==> config.mk <==
export PLATFORM = sky130hd
export DESIGN_NAME = cbwd_top
export DESIGN_NICKNAME = d
export VERILOG_FILES = /design/src/cbwd_pkg.sv /design/src/cbwd_top.sv /design/src/cbwd_window.sv
export VERILOG_INCLUDE_DIRS = /design/src /design/src/src
export SDC_FILE = /design/constraint.sdc
export NUM_CORES = 1
export LEC_CHECK = 0
export ABC_AREA = 1
export BUFFER_PORTS_ARGS = -buffer_cell sky130_fd_sc_hd__buf_2
export CAP_MARGIN = 25
export CORE_MARGIN = 2
export CORE_UTILIZATION = 50
export CTS_CLUSTER_DIAMETER = 80
export DETAILED_ROUTE_END_ITERATION = 8
export PLACE_DENSITY = 0.8
export SETUP_SLACK_MARGIN = 0.02
export SLEW_MARGIN = 10
export SYNTH_ARGS = -nofsm -noshare
export SYNTH_HDL_FRONTEND = slang
export SYNTH_HIERARCHICAL = 1
export SYNTH_SLANG_ARGS = --single-unit
==> constraint.sdc <==
create_clock -name hclk -period 3.3 [get_ports hclk]
set_input_delay 0.99 -clock hclk [delete_from_list [all_inputs] [get_ports hclk]]
set_output_delay 0.99 -clock hclk [all_outputs]
set_load 0.1 [all_outputs]
==> src/cbwd_map.svh <==
// Purpose: Offsets, write masks and reset values of the window decoder
// Assumes: Byte addresses on a 32-bit AHB-Lite data bus
// Notes: Definitions only
`ifndef CBWD_MAP_SVH
`define CBWD_MAP_SVH

`define CBWD_OFS_MEM0_BASE 8'h1C
`define CBWD_OFS_MEM0_LIM 8'h20
`define CBWD_OFS_MEM1_BASE 8'h24
`define CBWD_OFS_MEM1_LIM 8'h28
`define CBWD_OFS_IO0_BASE 8'h2C
`define CBWD_OFS_IO0_LIM 8'h30
`define CBWD_OFS_IO1_BASE 8'h34
`define CBWD_OFS_IO1_LIM 8'h38
`define CBWD_OFS_IRQ_LINE 8'h3C
`define CBWD_OFS_PREFETCH 8'h40
`define CBWD_OFS_STATUS 8'h44

`define CBWD_ADDR_F 7:0
`define CBWD_HTRANS_ACT 1

`define CBWD_REG_RST 32'h0000_0000
`define CBWD_IRQ_RST 8'hFF
`define CBWD_WORD_ZERO 32'h0000_0000

`define CBWD_MEM_WMASK 32'hFFFF_F000
`define CBWD_MEM_LOW_ONES 32'h0000_0FFF
`define CBWD_IO_BASE_WMASK 32'hFFFF_FFFC
`define CBWD_IO_LIM_WMASK 32'h0000_FFFC
`define CBWD_IO_LOW_ONES 2'b11
`define CBWD_IO_PAGE_F 31:16
`define CBWD_IO_OFS_F 15:2
`define CBWD_IO_DW_F 1:0
`define CBWD_MEM_LOW_F 11:0
`define CBWD_IRQ_F 7:0

`define CBWD_PF_MASK 32'h0000_0300
`define CBWD_PF0_BIT 8
`define CBWD_PF1_BIT 9

`define CBWD_WIN_MEM0 2'h0
`define CBWD_WIN_MEM1 2'h1
`define CBWD_WIN_IO0 2'h2
`define CBWD_WIN_IO1 2'h3

`endif

==> src/cbwd_pkg.sv <==
// Purpose: Shared types of the window decoder
// Assumes: Nothing beyond the map header
// Notes: Constants live in cbwd_map.svh
package cbwd_pkg;
  typedef logic [31:0] cbwd_word_t;
  typedef enum {
    ST_IDLE,
    ST_WRITE,
    ST_READ,
    ST_READ_OUT
  } cbwd_bus_state_e;
endpackage

==> src/cbwd_top.sv <==
// Purpose: Socket window registers and PCI/CardBus forwarding decode
// Assumes: Single clock, AHB-Lite register access, one address per request
// Notes: Reads take one wait state, writes none
//
// What this block does
// - Memory limit bits 31..12 are writable, placing edges at 4 KB granularity.
// - Memory limit bits 11..0 read zero; writes to them are dropped.
// - Memory window 0 prefetch follows control bit 8, window 1 bit 9.
// - A memory window with base and limit both zero claims nothing.
// - Memory windows decide downstream claims and upstream forwarding.
// - I/O base low half is offset in page; bits 31..16 select the page.
// - I/O base bits 31..2 writable; bits 1..0 read zero.
// - An I/O window with base and limit both zero claims nothing.
// - I/O limit bits 15..2 writable, upper bound within the base page.
// - I/O limit bits 31..16 and 1..0 read zero; writes ignored.
// - I/O upper bound compare treats limit bits 1..0 as ones.
// - I/O windows decide downstream claims and upstream forwarding.
// - Eight-bit interrupt routing register, fully writable, resets to all ones.
//
// Chosen here: the AHB-Lite interface to the registers.
`timescale 1ns/1ps
`include "cbwd_map.svh"
module cbwd_top (
  // Clock and reset
  input wire logic hclk,
  input wire logic hresetn,
  // AHB-Lite slave
  input wire logic hsel,
  input wire logic [31:0] haddr,
  input wire logic [1:0] htrans,
  input wire logic hwrite,
  input wire logic [2:0] hsize,
  input wire logic [31:0] hwdata,
  input wire logic hready,
  output logic hreadyout,
  output logic hresp,
  output logic [31:0] hrdata,
  // Downstream decode request from the PCI side
  input wire logic ds_valid,
  input wire logic [31:0] ds_addr,
  input wire logic ds_is_io,
  // Downstream decode answer
  output logic ds_claim,
  output logic [1:0] ds_window,
  output logic ds_prefetch,
  // Upstream decode request from a card master
  input wire logic us_valid,
  input wire logic [31:0] us_addr,
  input wire logic us_is_io,
  // Upstream decode answer
  output logic us_forward
);

  cbwd_pkg::cbwd_bus_state_e state;
  cbwd_pkg::cbwd_bus_state_e next_state;
  logic [7:0] addr_q;
  logic accept;

  cbwd_pkg::cbwd_word_t mem_base [2];
  cbwd_pkg::cbwd_word_t mem_lim [2];
  cbwd_pkg::cbwd_word_t io_base [2];
  cbwd_pkg::cbwd_word_t io_lim [2];
  logic [7:0] irq_line;
  cbwd_pkg::cbwd_word_t prefetch_ctl;

  cbwd_pkg::cbwd_word_t win_lo [4];
  cbwd_pkg::cbwd_word_t win_hi [4];
  logic [3:0] win_en;
  logic [3:0] ds_hit;
  logic [3:0] us_hit;
  logic [3:0] ds_kind_hit;
  logic [3:0] us_kind_hit;

  logic next_ds_claim;
  logic [1:0] next_ds_window;
  logic next_ds_prefetch;
  cbwd_pkg::cbwd_word_t next_rdata;

  // Bus front end

  assign accept = hsel && htrans[`CBWD_HTRANS_ACT] && hready;
  // A read holds the bus one cycle so that a write just before it is visible
  assign hreadyout = (state != cbwd_pkg::ST_READ);
  assign hresp = 1'b0;

  always_comb begin
    next_state = cbwd_pkg::ST_IDLE;
    case (state)
      cbwd_pkg::ST_READ: next_state = cbwd_pkg::ST_READ_OUT;
      cbwd_pkg::ST_IDLE, cbwd_pkg::ST_WRITE, cbwd_pkg::ST_READ_OUT: begin
        if (accept && hwrite) begin
          next_state = cbwd_pkg::ST_WRITE;
        end else if (accept) begin
          next_state = cbwd_pkg::ST_READ;
        end
      end
      default: next_state = cbwd_pkg::ST_IDLE;
    endcase
  end

  always_ff @(posedge hclk or negedge hresetn) begin
    if (!hresetn) begin
      state <= cbwd_pkg::ST_IDLE;
    end else begin
      state <= next_state;
    end
  end

  always_ff @(posedge hclk or negedge hresetn) begin
    if (!hresetn) begin
      addr_q <= 8'h00;
    end else if (accept) begin
      addr_q <= haddr[`CBWD_ADDR_F];
    end
  end

  // Register writes, committed at the end of the data phase

  always_ff @(posedge hclk or negedge hresetn) begin
    if (!hresetn) begin
      mem_base[0] <= `CBWD_REG_RST;
      mem_base[1] <= `CBWD_REG_RST;
      mem_lim[0] <= `CBWD_REG_RST;
      mem_lim[1] <= `CBWD_REG_RST;
    end else if (state == cbwd_pkg::ST_WRITE) begin
      case (addr_q)
        `CBWD_OFS_MEM0_BASE: mem_base[0] <= hwdata & `CBWD_MEM_WMASK;
        `CBWD_OFS_MEM1_BASE: mem_base[1] <= hwdata & `CBWD_MEM_WMASK;
        `CBWD_OFS_MEM0_LIM: mem_lim[0] <= hwdata & `CBWD_MEM_WMASK;
        `CBWD_OFS_MEM1_LIM: mem_lim[1] <= hwdata & `CBWD_MEM_WMASK;
        default: ;
      endcase
    end
  end

  always_ff @(posedge hclk or negedge hresetn) begin
    if (!hresetn) begin
      io_base[0] <= `CBWD_REG_RST;
      io_base[1] <= `CBWD_REG_RST;
      io_lim[0] <= `CBWD_REG_RST;
      io_lim[1] <= `CBWD_REG_RST;
    end else if (state == cbwd_pkg::ST_WRITE) begin
      case (addr_q)
        `CBWD_OFS_IO0_BASE: io_base[0] <= hwdata & `CBWD_IO_BASE_WMASK;
        `CBWD_OFS_IO1_BASE: io_base[1] <= hwdata & `CBWD_IO_BASE_WMASK;
        `CBWD_OFS_IO0_LIM: io_lim[0] <= hwdata & `CBWD_IO_LIM_WMASK;
        `CBWD_OFS_IO1_LIM: io_lim[1] <= hwdata & `CBWD_IO_LIM_WMASK;
        default: ;
      endcase
    end
  end

  always_ff @(posedge hclk or negedge hresetn) begin
    if (!hresetn) begin
      irq_line <= `CBWD_IRQ_RST;
    end else if (state == cbwd_pkg::ST_WRITE && addr_q == `CBWD_OFS_IRQ_LINE) begin
      irq_line <= hwdata[`CBWD_IRQ_F];
    end
  end

  always_ff @(posedge hclk or negedge hresetn) begin
    if (!hresetn) begin
      prefetch_ctl <= `CBWD_REG_RST;
    end else if (state == cbwd_pkg::ST_WRITE && addr_q == `CBWD_OFS_PREFETCH) begin
      prefetch_ctl <= hwdata & `CBWD_PF_MASK;
    end
  end

  // Read path; unmapped offsets read zero

  always_comb begin
    next_rdata = `CBWD_WORD_ZERO;
    case (addr_q)
      `CBWD_OFS_MEM0_BASE: next_rdata = mem_base[0];
      `CBWD_OFS_MEM0_LIM: next_rdata = mem_lim[0];
      `CBWD_OFS_MEM1_BASE: next_rdata = mem_base[1];
      `CBWD_OFS_MEM1_LIM: next_rdata = mem_lim[1];
      `CBWD_OFS_IO0_BASE: next_rdata = io_base[0];
      `CBWD_OFS_IO0_LIM: next_rdata = io_lim[0];
      `CBWD_OFS_IO1_BASE: next_rdata = io_base[1];
      `CBWD_OFS_IO1_LIM: next_rdata = io_lim[1];
      `CBWD_OFS_IRQ_LINE: next_rdata = {24'h000000, irq_line};
      `CBWD_OFS_PREFETCH: next_rdata = prefetch_ctl;
      `CBWD_OFS_STATUS: next_rdata = {24'h000000, us_forward, ds_window, ds_claim, win_en};
      default: next_rdata = `CBWD_WORD_ZERO;
    endcase
  end

  always_ff @(posedge hclk or negedge hresetn) begin
    if (!hresetn) begin
      hrdata <= `CBWD_WORD_ZERO;
    end else if (state == cbwd_pkg::ST_READ) begin
      hrdata <= next_rdata;
    end
  end

  // Window bounds

  always_comb begin
    win_lo[0] = mem_base[0];
    win_lo[1] = mem_base[1];
    // Limit names the last 4 KB page, so its low bits count as ones
    win_hi[0] = mem_lim[0] | `CBWD_MEM_LOW_ONES;
    win_hi[1] = mem_lim[1] | `CBWD_MEM_LOW_ONES;
    win_lo[2] = io_base[0];
    win_lo[3] = io_base[1];
    // Page of the top comes from the base, last doubleword is included
    win_hi[2] = {io_base[0][`CBWD_IO_PAGE_F], io_lim[0][`CBWD_IO_OFS_F],
                 `CBWD_IO_LOW_ONES};
    win_hi[3] = {io_base[1][`CBWD_IO_PAGE_F], io_lim[1][`CBWD_IO_OFS_F],
                 `CBWD_IO_LOW_ONES};
  end

  assign win_en[0] = (mem_base[0] != `CBWD_REG_RST) || (mem_lim[0] != `CBWD_REG_RST);
  assign win_en[1] = (mem_base[1] != `CBWD_REG_RST) || (mem_lim[1] != `CBWD_REG_RST);
  assign win_en[2] = (io_base[0] != `CBWD_REG_RST) || (io_lim[0] != `CBWD_REG_RST);
  assign win_en[3] = (io_base[1] != `CBWD_REG_RST) || (io_lim[1] != `CBWD_REG_RST);

  for (genvar i = 0; i < 4; i++) begin : g_win
    cbwd_window u_win (
      .hclk(hclk),
      .hresetn(hresetn),
      .win_en(win_en[i]),
      .lo(win_lo[i]),
      .hi(win_hi[i]),
      .addr_a(ds_addr),
      .addr_b(us_addr),
      .hit_a(ds_hit[i]),
      .hit_b(us_hit[i])
    );
  end

  // Only windows of the request's own space count
  assign ds_kind_hit = ds_hit & (ds_is_io ? 4'hC : 4'h3);
  assign us_kind_hit = us_hit & (us_is_io ? 4'hC : 4'h3);

  // Downstream decode; the lowest-numbered window wins where windows overlap

  always_comb begin
    next_ds_claim = ds_valid && (ds_kind_hit != 4'h0);
    next_ds_window = `CBWD_WIN_MEM0;
    next_ds_prefetch = 1'b0;
    if (ds_kind_hit[0]) begin
      next_ds_window = `CBWD_WIN_MEM0;
      next_ds_prefetch = prefetch_ctl[`CBWD_PF0_BIT];
    end else if (ds_kind_hit[1]) begin
      next_ds_window = `CBWD_WIN_MEM1;
      next_ds_prefetch = prefetch_ctl[`CBWD_PF1_BIT];
    end else if (ds_kind_hit[2]) begin
      next_ds_window = `CBWD_WIN_IO0;
    end else if (ds_kind_hit[3]) begin
      next_ds_window = `CBWD_WIN_IO1;
    end
  end

  function automatic logic [1:0] next_claim_window(input logic claim, input logic [1:0] win);
    next_claim_window = claim ? win : `CBWD_WIN_MEM0;
  endfunction

  always_ff @(posedge hclk or negedge hresetn) begin
    if (!hresetn) begin
      ds_claim <= 1'b0;
      ds_window <= `CBWD_WIN_MEM0;
      ds_prefetch <= 1'b0;
    end else begin
      ds_claim <= next_ds_claim;
      ds_window <= next_claim_window(next_ds_claim, next_ds_window);
      ds_prefetch <= next_ds_claim && next_ds_prefetch;
    end
  end

  // Upstream: a card cycle goes to PCI only when it falls outside every window of its own space
  always_ff @(posedge hclk or negedge hresetn) begin
    if (!hresetn) begin
      us_forward <= 1'b0;
    end else begin
      us_forward <= us_valid && (us_kind_hit == 4'h0);
    end
  end
endmodule

==> src/cbwd_window.sv <==
// Purpose: Inclusive range compare of one address window against two addresses
// Assumes: Bounds already aligned and extended by the caller
// Notes: Shared by the downstream and upstream decode paths
`timescale 1ns/1ps
module cbwd_window (
  // Clock and reset, used by the checks only
  input wire logic hclk,
  input wire logic hresetn,
  // Window bounds
  input wire logic win_en,
  input wire cbwd_pkg::cbwd_word_t lo,
  input wire cbwd_pkg::cbwd_word_t hi,
  // Compared addresses
  input wire cbwd_pkg::cbwd_word_t addr_a,
  input wire cbwd_pkg::cbwd_word_t addr_b,
  output logic hit_a,
  output logic hit_b
);
  // Full 32-bit compare, both ends inclusive
  assign hit_a = win_en && (addr_a >= lo) && (addr_a <= hi);
  assign hit_b = win_en && (addr_b >= lo) && (addr_b <= hi);
endmodule

After elaboration in Yosys (flattened, before gate mapping)
Index checks and enable logic that the tools add are counted.
- shift operators: 0
- multiply operators: 0
- bitwise gates (word level): 2
- reductions and logical operators: 48
- mux-type cells: 13
- equal/unequal tests: 17
- add/subtract/negate cells: 0
- $lt $le $gt $ge: 16
- div/mod/pow operators: 0
- operators by type and width (operator ; count):
    32-bit case mux with 11 select lines ; 1
    32-bit greater-or-equal comparator ; 8
    32-bit <= comparator ; 8
    32-bit nonzero test ; 8
    32-bit by 2-bit == test with 1-bit output, second input constant ; 3
    8-bit by 6-bit == test with 1-bit output, second input constant ; 8
    32-bit case mux with 2 select lines ; 1
    32-bit by 1-bit == test with 1-bit output, second input constant ; 1
    32-bit by 3-bit == test with 1-bit output, second input constant ; 1
    32-bit zero test ; 1
    32-bit 2-to-1 mux ; 1
    32-bit by 3-bit != test with 1-bit output, second input constant ; 1
    1-bit logical AND ; 24
    8-bit by 7-bit == test with 1-bit output, second input constant ; 2
    2-bit AND reduction ; 8
    2-bit 2-to-1 mux ; 6
    4-bit bitwise AND ; 2
    8-bit by 5-bit == test with 1-bit output, second input constant ; 1
    4-bit 2-to-1 mux ; 2
    4-bit zero test ; 1
    1-bit logical OR ; 4
    4-bit nonzero test ; 1
    3-bit OR reduction ; 1
    1-bit 2-to-1 mux ; 2
- ROM bits: 0
- memories: 0
- bits in registers: 255
- memory bits (writable): 0
- latch bits: 0
- output and inout bits: 39
- word-level logic and storage cells: 113

Logic depth before layout (Yosys ltp)
Gate-level depths: netlist of the first run.
- depth in word-level cells: 10
- gate-level depth with buffers: 21

Modules after synthesis
The synthesis of the first run kept the hierarchy.
- modules (own cells, without submodules) (module ; seq. area each (sq um) ; area an instance (sq um) ; instances ; cells each):
    cbwd_top ; 5640.4 ; 10522.6 ; 1 ; 1384
    cbwd_window at g_win[0].u_win ... ; 0.0 ; 3191.8 ; 3 ; 503
    cbwd_window at g_win[1].u_win ; 0.0 ; 3198.1 ; 1 ; 505

Least setup slack after synthesis of the first run
No wires, ideal clock.
- path kind: register to output
- start point: reg state[1]
- end point: out hreadyout
- setup slack: 0.738 ns
- stages on the path, launching flop included: 3
- required time: 2.310 ns
- arrival: 1.572 ns
- path buffers: 1
- cells stage by stage: dfrtp_1 > nand2_1 > clkbuf_1
- word-level cells in the longest chain between the ends: 1
- ends and longest elaborated chain (element ; RTL line ; RTL):
    start, declared ; cbwd_top.sv:54 ; cbwd_pkg::cbwd_bus_state_e state;
    start signal, assigned ; cbwd_top.sv:103 ; state <= cbwd_pkg::ST_IDLE;
    start signal, assigned ; cbwd_top.sv:105 ; state <= next_state;
    32-bit by 3-bit != test with 1-bit output ; cbwd_top.sv:83 ; assign hreadyout = (state != cbwd_pkg::ST_READ);
    end, declared ; cbwd_top.sv:35 ; output logic hreadyout,
Every way passes these cells.

Worst setup path in the final report of the first run
- start point: reg io_base[63] in the netlist's numbering
- end point: reg ds_window[0]
- word-level cells in the longest chain between the ends: 9
- ends and longest elaborated chain (element ; RTL line ; RTL):
    start, declared ; cbwd_top.sv:61 ; cbwd_pkg::cbwd_word_t io_base [2];
    parallel branches: the longest is 3 deep, another holds 32-bit greater-or-equal comparator ; - ;
    1-bit logical AND * ; cbwd_window.sv:20 ; assign hit_a = win_en && (addr_a >= lo) && (addr_a <= hi);
    named net ds_hit[2] ; cbwd_top.sv:69 ; logic [3:0] ds_hit;
    4-bit bitwise AND * ; cbwd_top.sv:234 ; assign ds_kind_hit = ds_hit & (ds_is_io ? 4'hC : 4'h3);
    2-bit 2-to-1 mux ; cbwd_top.sv:249 ; end else if (ds_kind_hit[2]) begin
    2-bit 2-to-1 mux ; cbwd_top.sv:246 ; end else if (ds_kind_hit[1]) begin
    2-bit 2-to-1 mux ; cbwd_top.sv:243 ; if (ds_kind_hit[0]) begin
    2-bit 2-to-1 mux (no source line) * ; - ;
    end signal, assigned ; cbwd_top.sv:263 ; ds_window <= `CBWD_WIN_MEM0;
    end signal, assigned ; cbwd_top.sv:267 ; ds_window <= next_claim_window(next_ds_claim, next_ds_window);
    end, declared ; cbwd_top.sv:44 ; output logic [1:0] ds_window,
Mark *: on every way through the listed nets, which the timed path passes.
A chain may end at the register's enable or synchronous reset.

==> flow_summary.yaml, run 1 <==
run_status:
  status: "finished, final reports clean"
global_route:
  gr-usage-all-layers_pct: 31.6
  grt-ovfl-total: 0
  grt_max_degree: 83
  first_global_vias: 21600
  grt_pass1_wl_um: 118000
  antenna_found_initial: 0
layout:
  nNetsFinal: 4274
  syn_to_final_growth_pct: 11.3
  stdcell_area_mm2: 0.0259
  area.sequential_mm2: 0.00564
  stdcell_count: 4245
  fillers: 4403
  multiInputGateArea_mm2: 0.0159
  antenna-diode-count: 0
  drive_gt1_share_pct: 8.91
  final_util_pct: 56.1
power_and_ir_drop:
  power_density_mw_per_mm2: 291
  p_leak_nw: 17.0
  peakVddDrop_mv: 0.416
  power_mw: 7.54
yosys:
  yosysTopAreaCell: "ha_1"
  yosys-top-cells-area: "ha_1 (27%), dfrtp_1 (23%), nand2_1 (17%)"
  synth_xor_area_share_pct: 0
  yosys_warnings: 6
  ys_ff_latch: 225
  avgSynthCellArea_um2: 6.86
  synthFlopType: "dfrtp_1"
  syn_inst: 3398
  synthAdderAreaFrac_pct: 27.5
  synth-simple-area-share_pct: 28.1
  yosys-mux-area-fraction_pct: 0.0967
  netlist_top_cells_count: "nand2_1 (1,075), ha_1 (512), inv_1 (442)"
  yosysTopAreaCellShare_pct: 27.5
  synth_edf_count: 0
  synthDistinctLibCells: 39
  synth_area_mm2: 0.0233
  synth_top_family_by_area: "simple AND/OR/NAND/NOR gates"
  synthArstFlopShare_pct: 100
  synth_compound_area_share_pct: 11.4
  ys_seq_area_share_pct: 24.2
  yosysMostFrequentCell: "nand2_1"
clock_network:
  clkLatencyLatePin_ps: 520
  h-tree-depth: 1
  cts_resized: 0
  cts_setup_buffers: 0
  numCtsBuffers: 24
  clkSlewWorstSetupHoldPaths_ps: 60
  cts.path.max_buffers: 3
  cts.sinks: 225
  cts_root_buffer: "clkbuf_16"
  cts_tree: "yes"
  cts_hold_buf: 0
drt:
  wire_per_inst_um: 18.0
  drcViolationCount: 0
  vias: 23200
  postRouteAntennaNets: 0
  viasPerCell: 5.47
  dr.pass1.iters: 6
  drtIter0Drc: 2214
  routed_wl_um: 76400
worst_setup_path:
  critPathArrivalTime_ps: 3290
  critical-path-top-delay-family: "simple AND/OR/NAND/NOR gates"
  startpoint: "io_base[63]"
  path_buf_inv: 1
  critPathMaxStageDelay_ps: 610
  worstPathCellList: "inv_1 > ha_1 > nand2_1 > nor2_1 > nand2_1 > nor2_1 > nand2_1 > nand2_1 > nand2_1 > nor2_1 > o211a_1 > nor2_1 > nor3_1"
  crit_end: "ds_window[0]"
  r2r_cells: 13
  worst_setup_path_start_kind: "register"
  worst_r2r_startpoint: "io_base[63]"
  cp_max_fo: 5
  slowest_stage: "dfrtp_1"
  crit_path_frequent_cell: "nand2_1"
  reg2reg_slack_ps: 450
  critPathKind: "reg2reg"
  crit_required_ps: 3730
  crit_cells: 13
  r2r-end: "ds_window[0]"
  crit_path_end_kind: "register"
sta:
  timing.final.max_slew_violations: 0
  fmax_ghz: 0.351
  setup_viol: 0
  final.period_utilization_pct: 86.4
  max_slew.worst_pin.slew_ps: 701
  tns_ps: 0
  final-hold-violation-count: 0
  max_slew_margin_pct: 52.7
  finalCriticalPeriod_ps: 2850
  rsz0062_at_grt: "no"
  finClkSkew_ps: 10.4
floorplan:
  core_area_mm2: 0.0463
  fp.dieArea_mm2: 0.0483
  die_width_um: 220
  initial_core_util_pct: 50.4
  ios: 181
  num_rows: 79
  dieHeight_um: 220
flow_run:
  cap_violations: 0
place:
  dp_hpwl_um: 60500
  gp_congestion: 0.985
  port_buffers: 151
  dpl_cell_area_mm2: 0.0251
  dp_cells: 4200
min_path:
  hold_class: "in2async"
-- how the worst min path moves through the flow --
stage                startpoint      endpoint  slack, ps
floorplan           irq_line[3]   irq_line[3]        470
global placement     hrdata[23]    hrdata[23]        460
detailed placement   hrdata[27]    hrdata[27]        460
CTS                     hresetn   io_base[27]        480
global route            hresetn  mem_base[59]        490
finish                  hresetn   mem_lim[27]        430
-- report_power, final --
group | switching (mW) | internal (mW)
registers | 0.146 | 2.87
logic | 1.24 | 0.573
clock network | 1.13 | 1.58
-- layer usage --
| metal | share of wire, % | GRT usage [%] |
|---|---|---|
| met3 | 11 | 6.60 |
| met2 | 42 | 48.6 |
| met1 | 42 | 42.6 |
| met5 | 0 | 0 |
| met4 | 5.4 | 14.6 |
-- kinds of logic (layout without fill, tap and decap cells) --
family,count (synthesis),count (layout)
flops,225,225
simple gates,1627,1627
fa+ha+maj,512,512
compound gates,506,506
mux,2,2
buf+inv,524,701
other cells,2,65
-- layout make-up --
type                            instances  area share [%]
Clock buffer                           36            2.76
Clock inverter                          8           0.280
Inverter                              469            6.79
Multi-Input combinational cell       2712            61.2
Sequential cell                       225            21.7
Tap cell                              607            2.93
Timing Repair Buffer                  188            4.25
-- sequential cells by signal, indices dropped and copies added, names as in the netlist --
name and cells:
hrdata 32, ds_window 2, mem_base 40, us_forward 1, prefetch_ctl 2, mem_lim 40
irq_line 8, addr_q 8, io_base 60, state 2, ds_prefetch 1, ds_claim 1
io_lim 28
-- per-stage QoR --
step,hold slack (ps),setup WS [ps]
detailed placement,460,33.5
CTS,477,561
global placement,463,100
finish,430,448
global route,492,248
floorplan,467,738
-- cells in the final DEF, fill, tap and decap left out, types with 2 or more instances in the layout --
| cell | Yosys | routed |
|---|---|---|
| o21a_2 | 4 | 4 |
| inv_2 | 27 | 27 |
| nor2_1 | 369 | 369 |
| nor3_1 | 22 | 22 |
| nor2_2 | 16 | 16 |
| dfrtp_1 | 217 | 217 |
| buf_12 | 0 | 3 |
| or2_2 | 6 | 6 |
| buf_2 | 17 | 150 |
| clkbuf_1 | 30 | 6 |
| mux2_2 | 2 | 2 |
| o21ai_1 | 113 | 113 |
| and3b_1 | 4 | 4 |
| a21o_1 | 12 | 12 |
| nand2_1 | 1075 | 1073 |
| nor2_4 | 5 | 5 |
| nor3_2 | 3 | 3 |
| and2_1 | 4 | 4 |
| o211a_1 | 2 | 2 |
| nand3_2 | 4 | 4 |
| o21ai_0 | 109 | 109 |
| o21a_1 | 24 | 24 |
| inv_6 | 0 | 2 |
| nand4_1 | 38 | 38 |
| clkbuf_16 | 0 | 25 |
| clkinv_2 | 0 | 5 |
| a21oi_1 | 240 | 240 |
| conb_1 | 2 | 65 |
| and2_4 | 5 | 5 |
| nand3_1 | 59 | 59 |
| buf_4 | 2 | 33 |
| inv_1 | 442 | 442 |
| dfstp_2 | 8 | 8 |
| ha_1 | 512 | 512 |
| clkbuf_8 | 0 | 5 |
| nand2_2 | 13 | 15 |
No activity file was read; power rests on OpenSTA's default activity.
==> inputs of run 2 (changes only) <==
==> constraint.sdc (replaced) <==
create_clock -name hclk -period 3.3 [get_ports hclk]
set_input_delay 0.66 -clock hclk [delete_from_list [all_inputs] [get_ports hclk]]
set_output_delay 0.66 -clock hclk [all_outputs]
set_load 0.1 [all_outputs]
==> flow_summary.yaml, run 2 (synthesis gave the netlist of run 1 again) <==
clock_network:
  cts.sinks: 225
  cts_root_buffer: "clkbuf_16"
  cts_hold_buf: 0
  cts_tree: "yes"
  numCtsBuffers: 25
  cts_setup_buffers: 0
  cts.path.max_buffers: 3
  cts_resized: 0
  clkSlewWorstSetupHoldPaths_ps: 60
  h-tree-depth: 1
  clkLatencyLatePin_ps: 520
layout:
  drive_gt1_share_pct: 8.29
  final_cell_mix: "nand2_1 (1,073), ha_1 (512), inv_1 (442)"
  nNetsFinal: 4256
  fillers: 4371
  largest_reg_flops: 60
  regMostFlops: "io_base"
  antenna-diode-count: 0
  syn_to_final_growth_pct: 10.7
  reg.largest.list: "io_base: 60 flops, mem_base: 40 flops, mem_lim: 40 flops"
  stdcell_area_mm2: 0.0258
  layout_commonest_cell: "nand2_1"
  stdcell_count: 4226
floorplan:
  fp.dieArea_mm2: 0.0483
  dieHeight_um: 220
  die_width_um: 220
  core_area_mm2: 0.0463
  num_rows: 79
  ios: 181
  initial_core_util_pct: 50.4
min_path:
  hold_class: "in2async"
global_route:
  grt-ovfl-total: 0
  antenna_found_initial: 1
  gr-usage-all-layers_pct: 31.5
  grt_pass1_wl_um: 117000
  grt_max_degree: 86
  first_global_vias: 21000
worst_setup_path:
  critPathArrivalTime_ps: 3380
  worst_setup_path_start_kind: "register"
  cp_max_fo: 5
  crit_path_end_kind: "register"
  crit_required_ps: 3730
  critPathKind: "reg2reg"
drt:
  drcViolationCount: 0
  vias: 23000
  dr.pass1.iters: 6
  wire_per_inst_um: 18.0
  routed_wl_um: 76100
  postRouteAntennaNets: 0
  viasPerCell: 5.43
  drtIter0Drc: 2349
place:
  dp_hpwl_um: 60400
  place_ws_ps: 169
  port_buffers: 151
  dp_cells: 4181
  dpl_cell_area_mm2: 0.0250
  gp_congestion: 1.02
sta:
  max_slew_margin_pct: 54.8
  worst_slack_ps: 351
  timing.final.max_slew_violations: 0
  max_slew.worst_pin.slew_ps: 679
  rsz0062_at_grt: "no"
  final-hold-violation-count: 0
  finalCriticalPeriod_ps: 2950
  fmax_ghz: 0.339
  final.period_utilization_pct: 89.4
  setup_viol: 0
  tns_ps: 0
  finClkSkew_ps: 11.6
flow_run:
  cap_violations: 0
run_status:
  status: "finished, final reports clean"
power_and_ir_drop:
  power_density_mw_per_mm2: 293
  peakVddDrop_mv: 0.412
  p_leak_nw: 16.9
[run 2: cell count changes in the layout (fill, tap and decap cells not counted)]
cell / delta
clkbuf_1: +5
buf_12: -1
inv_8: +1
inv_6: -2
buf_4: -18
clkinv_2: -4
clkbuf_8: -1
bufinv_16: +1
[run 2: cell type report]
type	count	area, um2	share of cell area (%)
sequential	225	5640	21.9
clock buffer	40	722	2.80
inverter	469	1760	6.83
tap	607	759	2.94
timing repair buffer	169	946	3.67
clock inverter	4	76.3	0.296
multi-input combinational	2712	15900	61.6
[run 2: worst paths after layout]
kind                        startpoint           end  slack (ps)  cells after the start
max                        io_base[55]  ds_window[0]         350                     12
min                            hresetn  mem_base[59]         130                      1
max reg2reg                io_base[55]  ds_window[0]         350                     12
min reg2reg                 hrdata[23]    hrdata[23]         470                      2
max in group asynchronous      hresetn   mem_lim[13]        2330                      2
min in group hclk               hwrite      state[1]         350                      2
[run 2: through the flow]
step | utilization (%) | power, mW | hold WS, ps
floorplan | - | 4.14 | 364
global placement | 54.0 | 4.73 | 461
detailed placement | 54.0 | 4.77 | 460
CTS | 55.7 | 7.51 | 154
global route | 55.8 | 7.95 | 180
finish | 55.8 | 7.57 | 126
[run 2: routing by layer]
metal  GRT usage [%]  vias to the layer above  wire length (um)  share of wire, %
li1                -                    11300                 -                 -
met1            43.1                    10300             31600                41
met2            48.8                     1103             32700                43
met3            5.85                      181              8380                11
met4            13.0                        0              3450               4.5
met5               0                        -                 0                 0
[run 2: critical path, cell delays in order (launching register included)]
cell,delay (ps)
dfrtp_1,620
inv_1,120
ha_1,320
nand2_1,70
nor2_1,210
nand4_1,150
nor2_2,270
and3b_1,210
a21oi_1,50
nor2_1,370
o211a_1,270
nor2_1,60
nor3_1,160
[run 2: report_power, final]
| group | internal, mW | switching (mW) |
|---|---|---|
| clock | 1.65 | 1.11 |
| combinational | 0.553 | 1.23 |
| sequential | 2.87 | 0.147 |
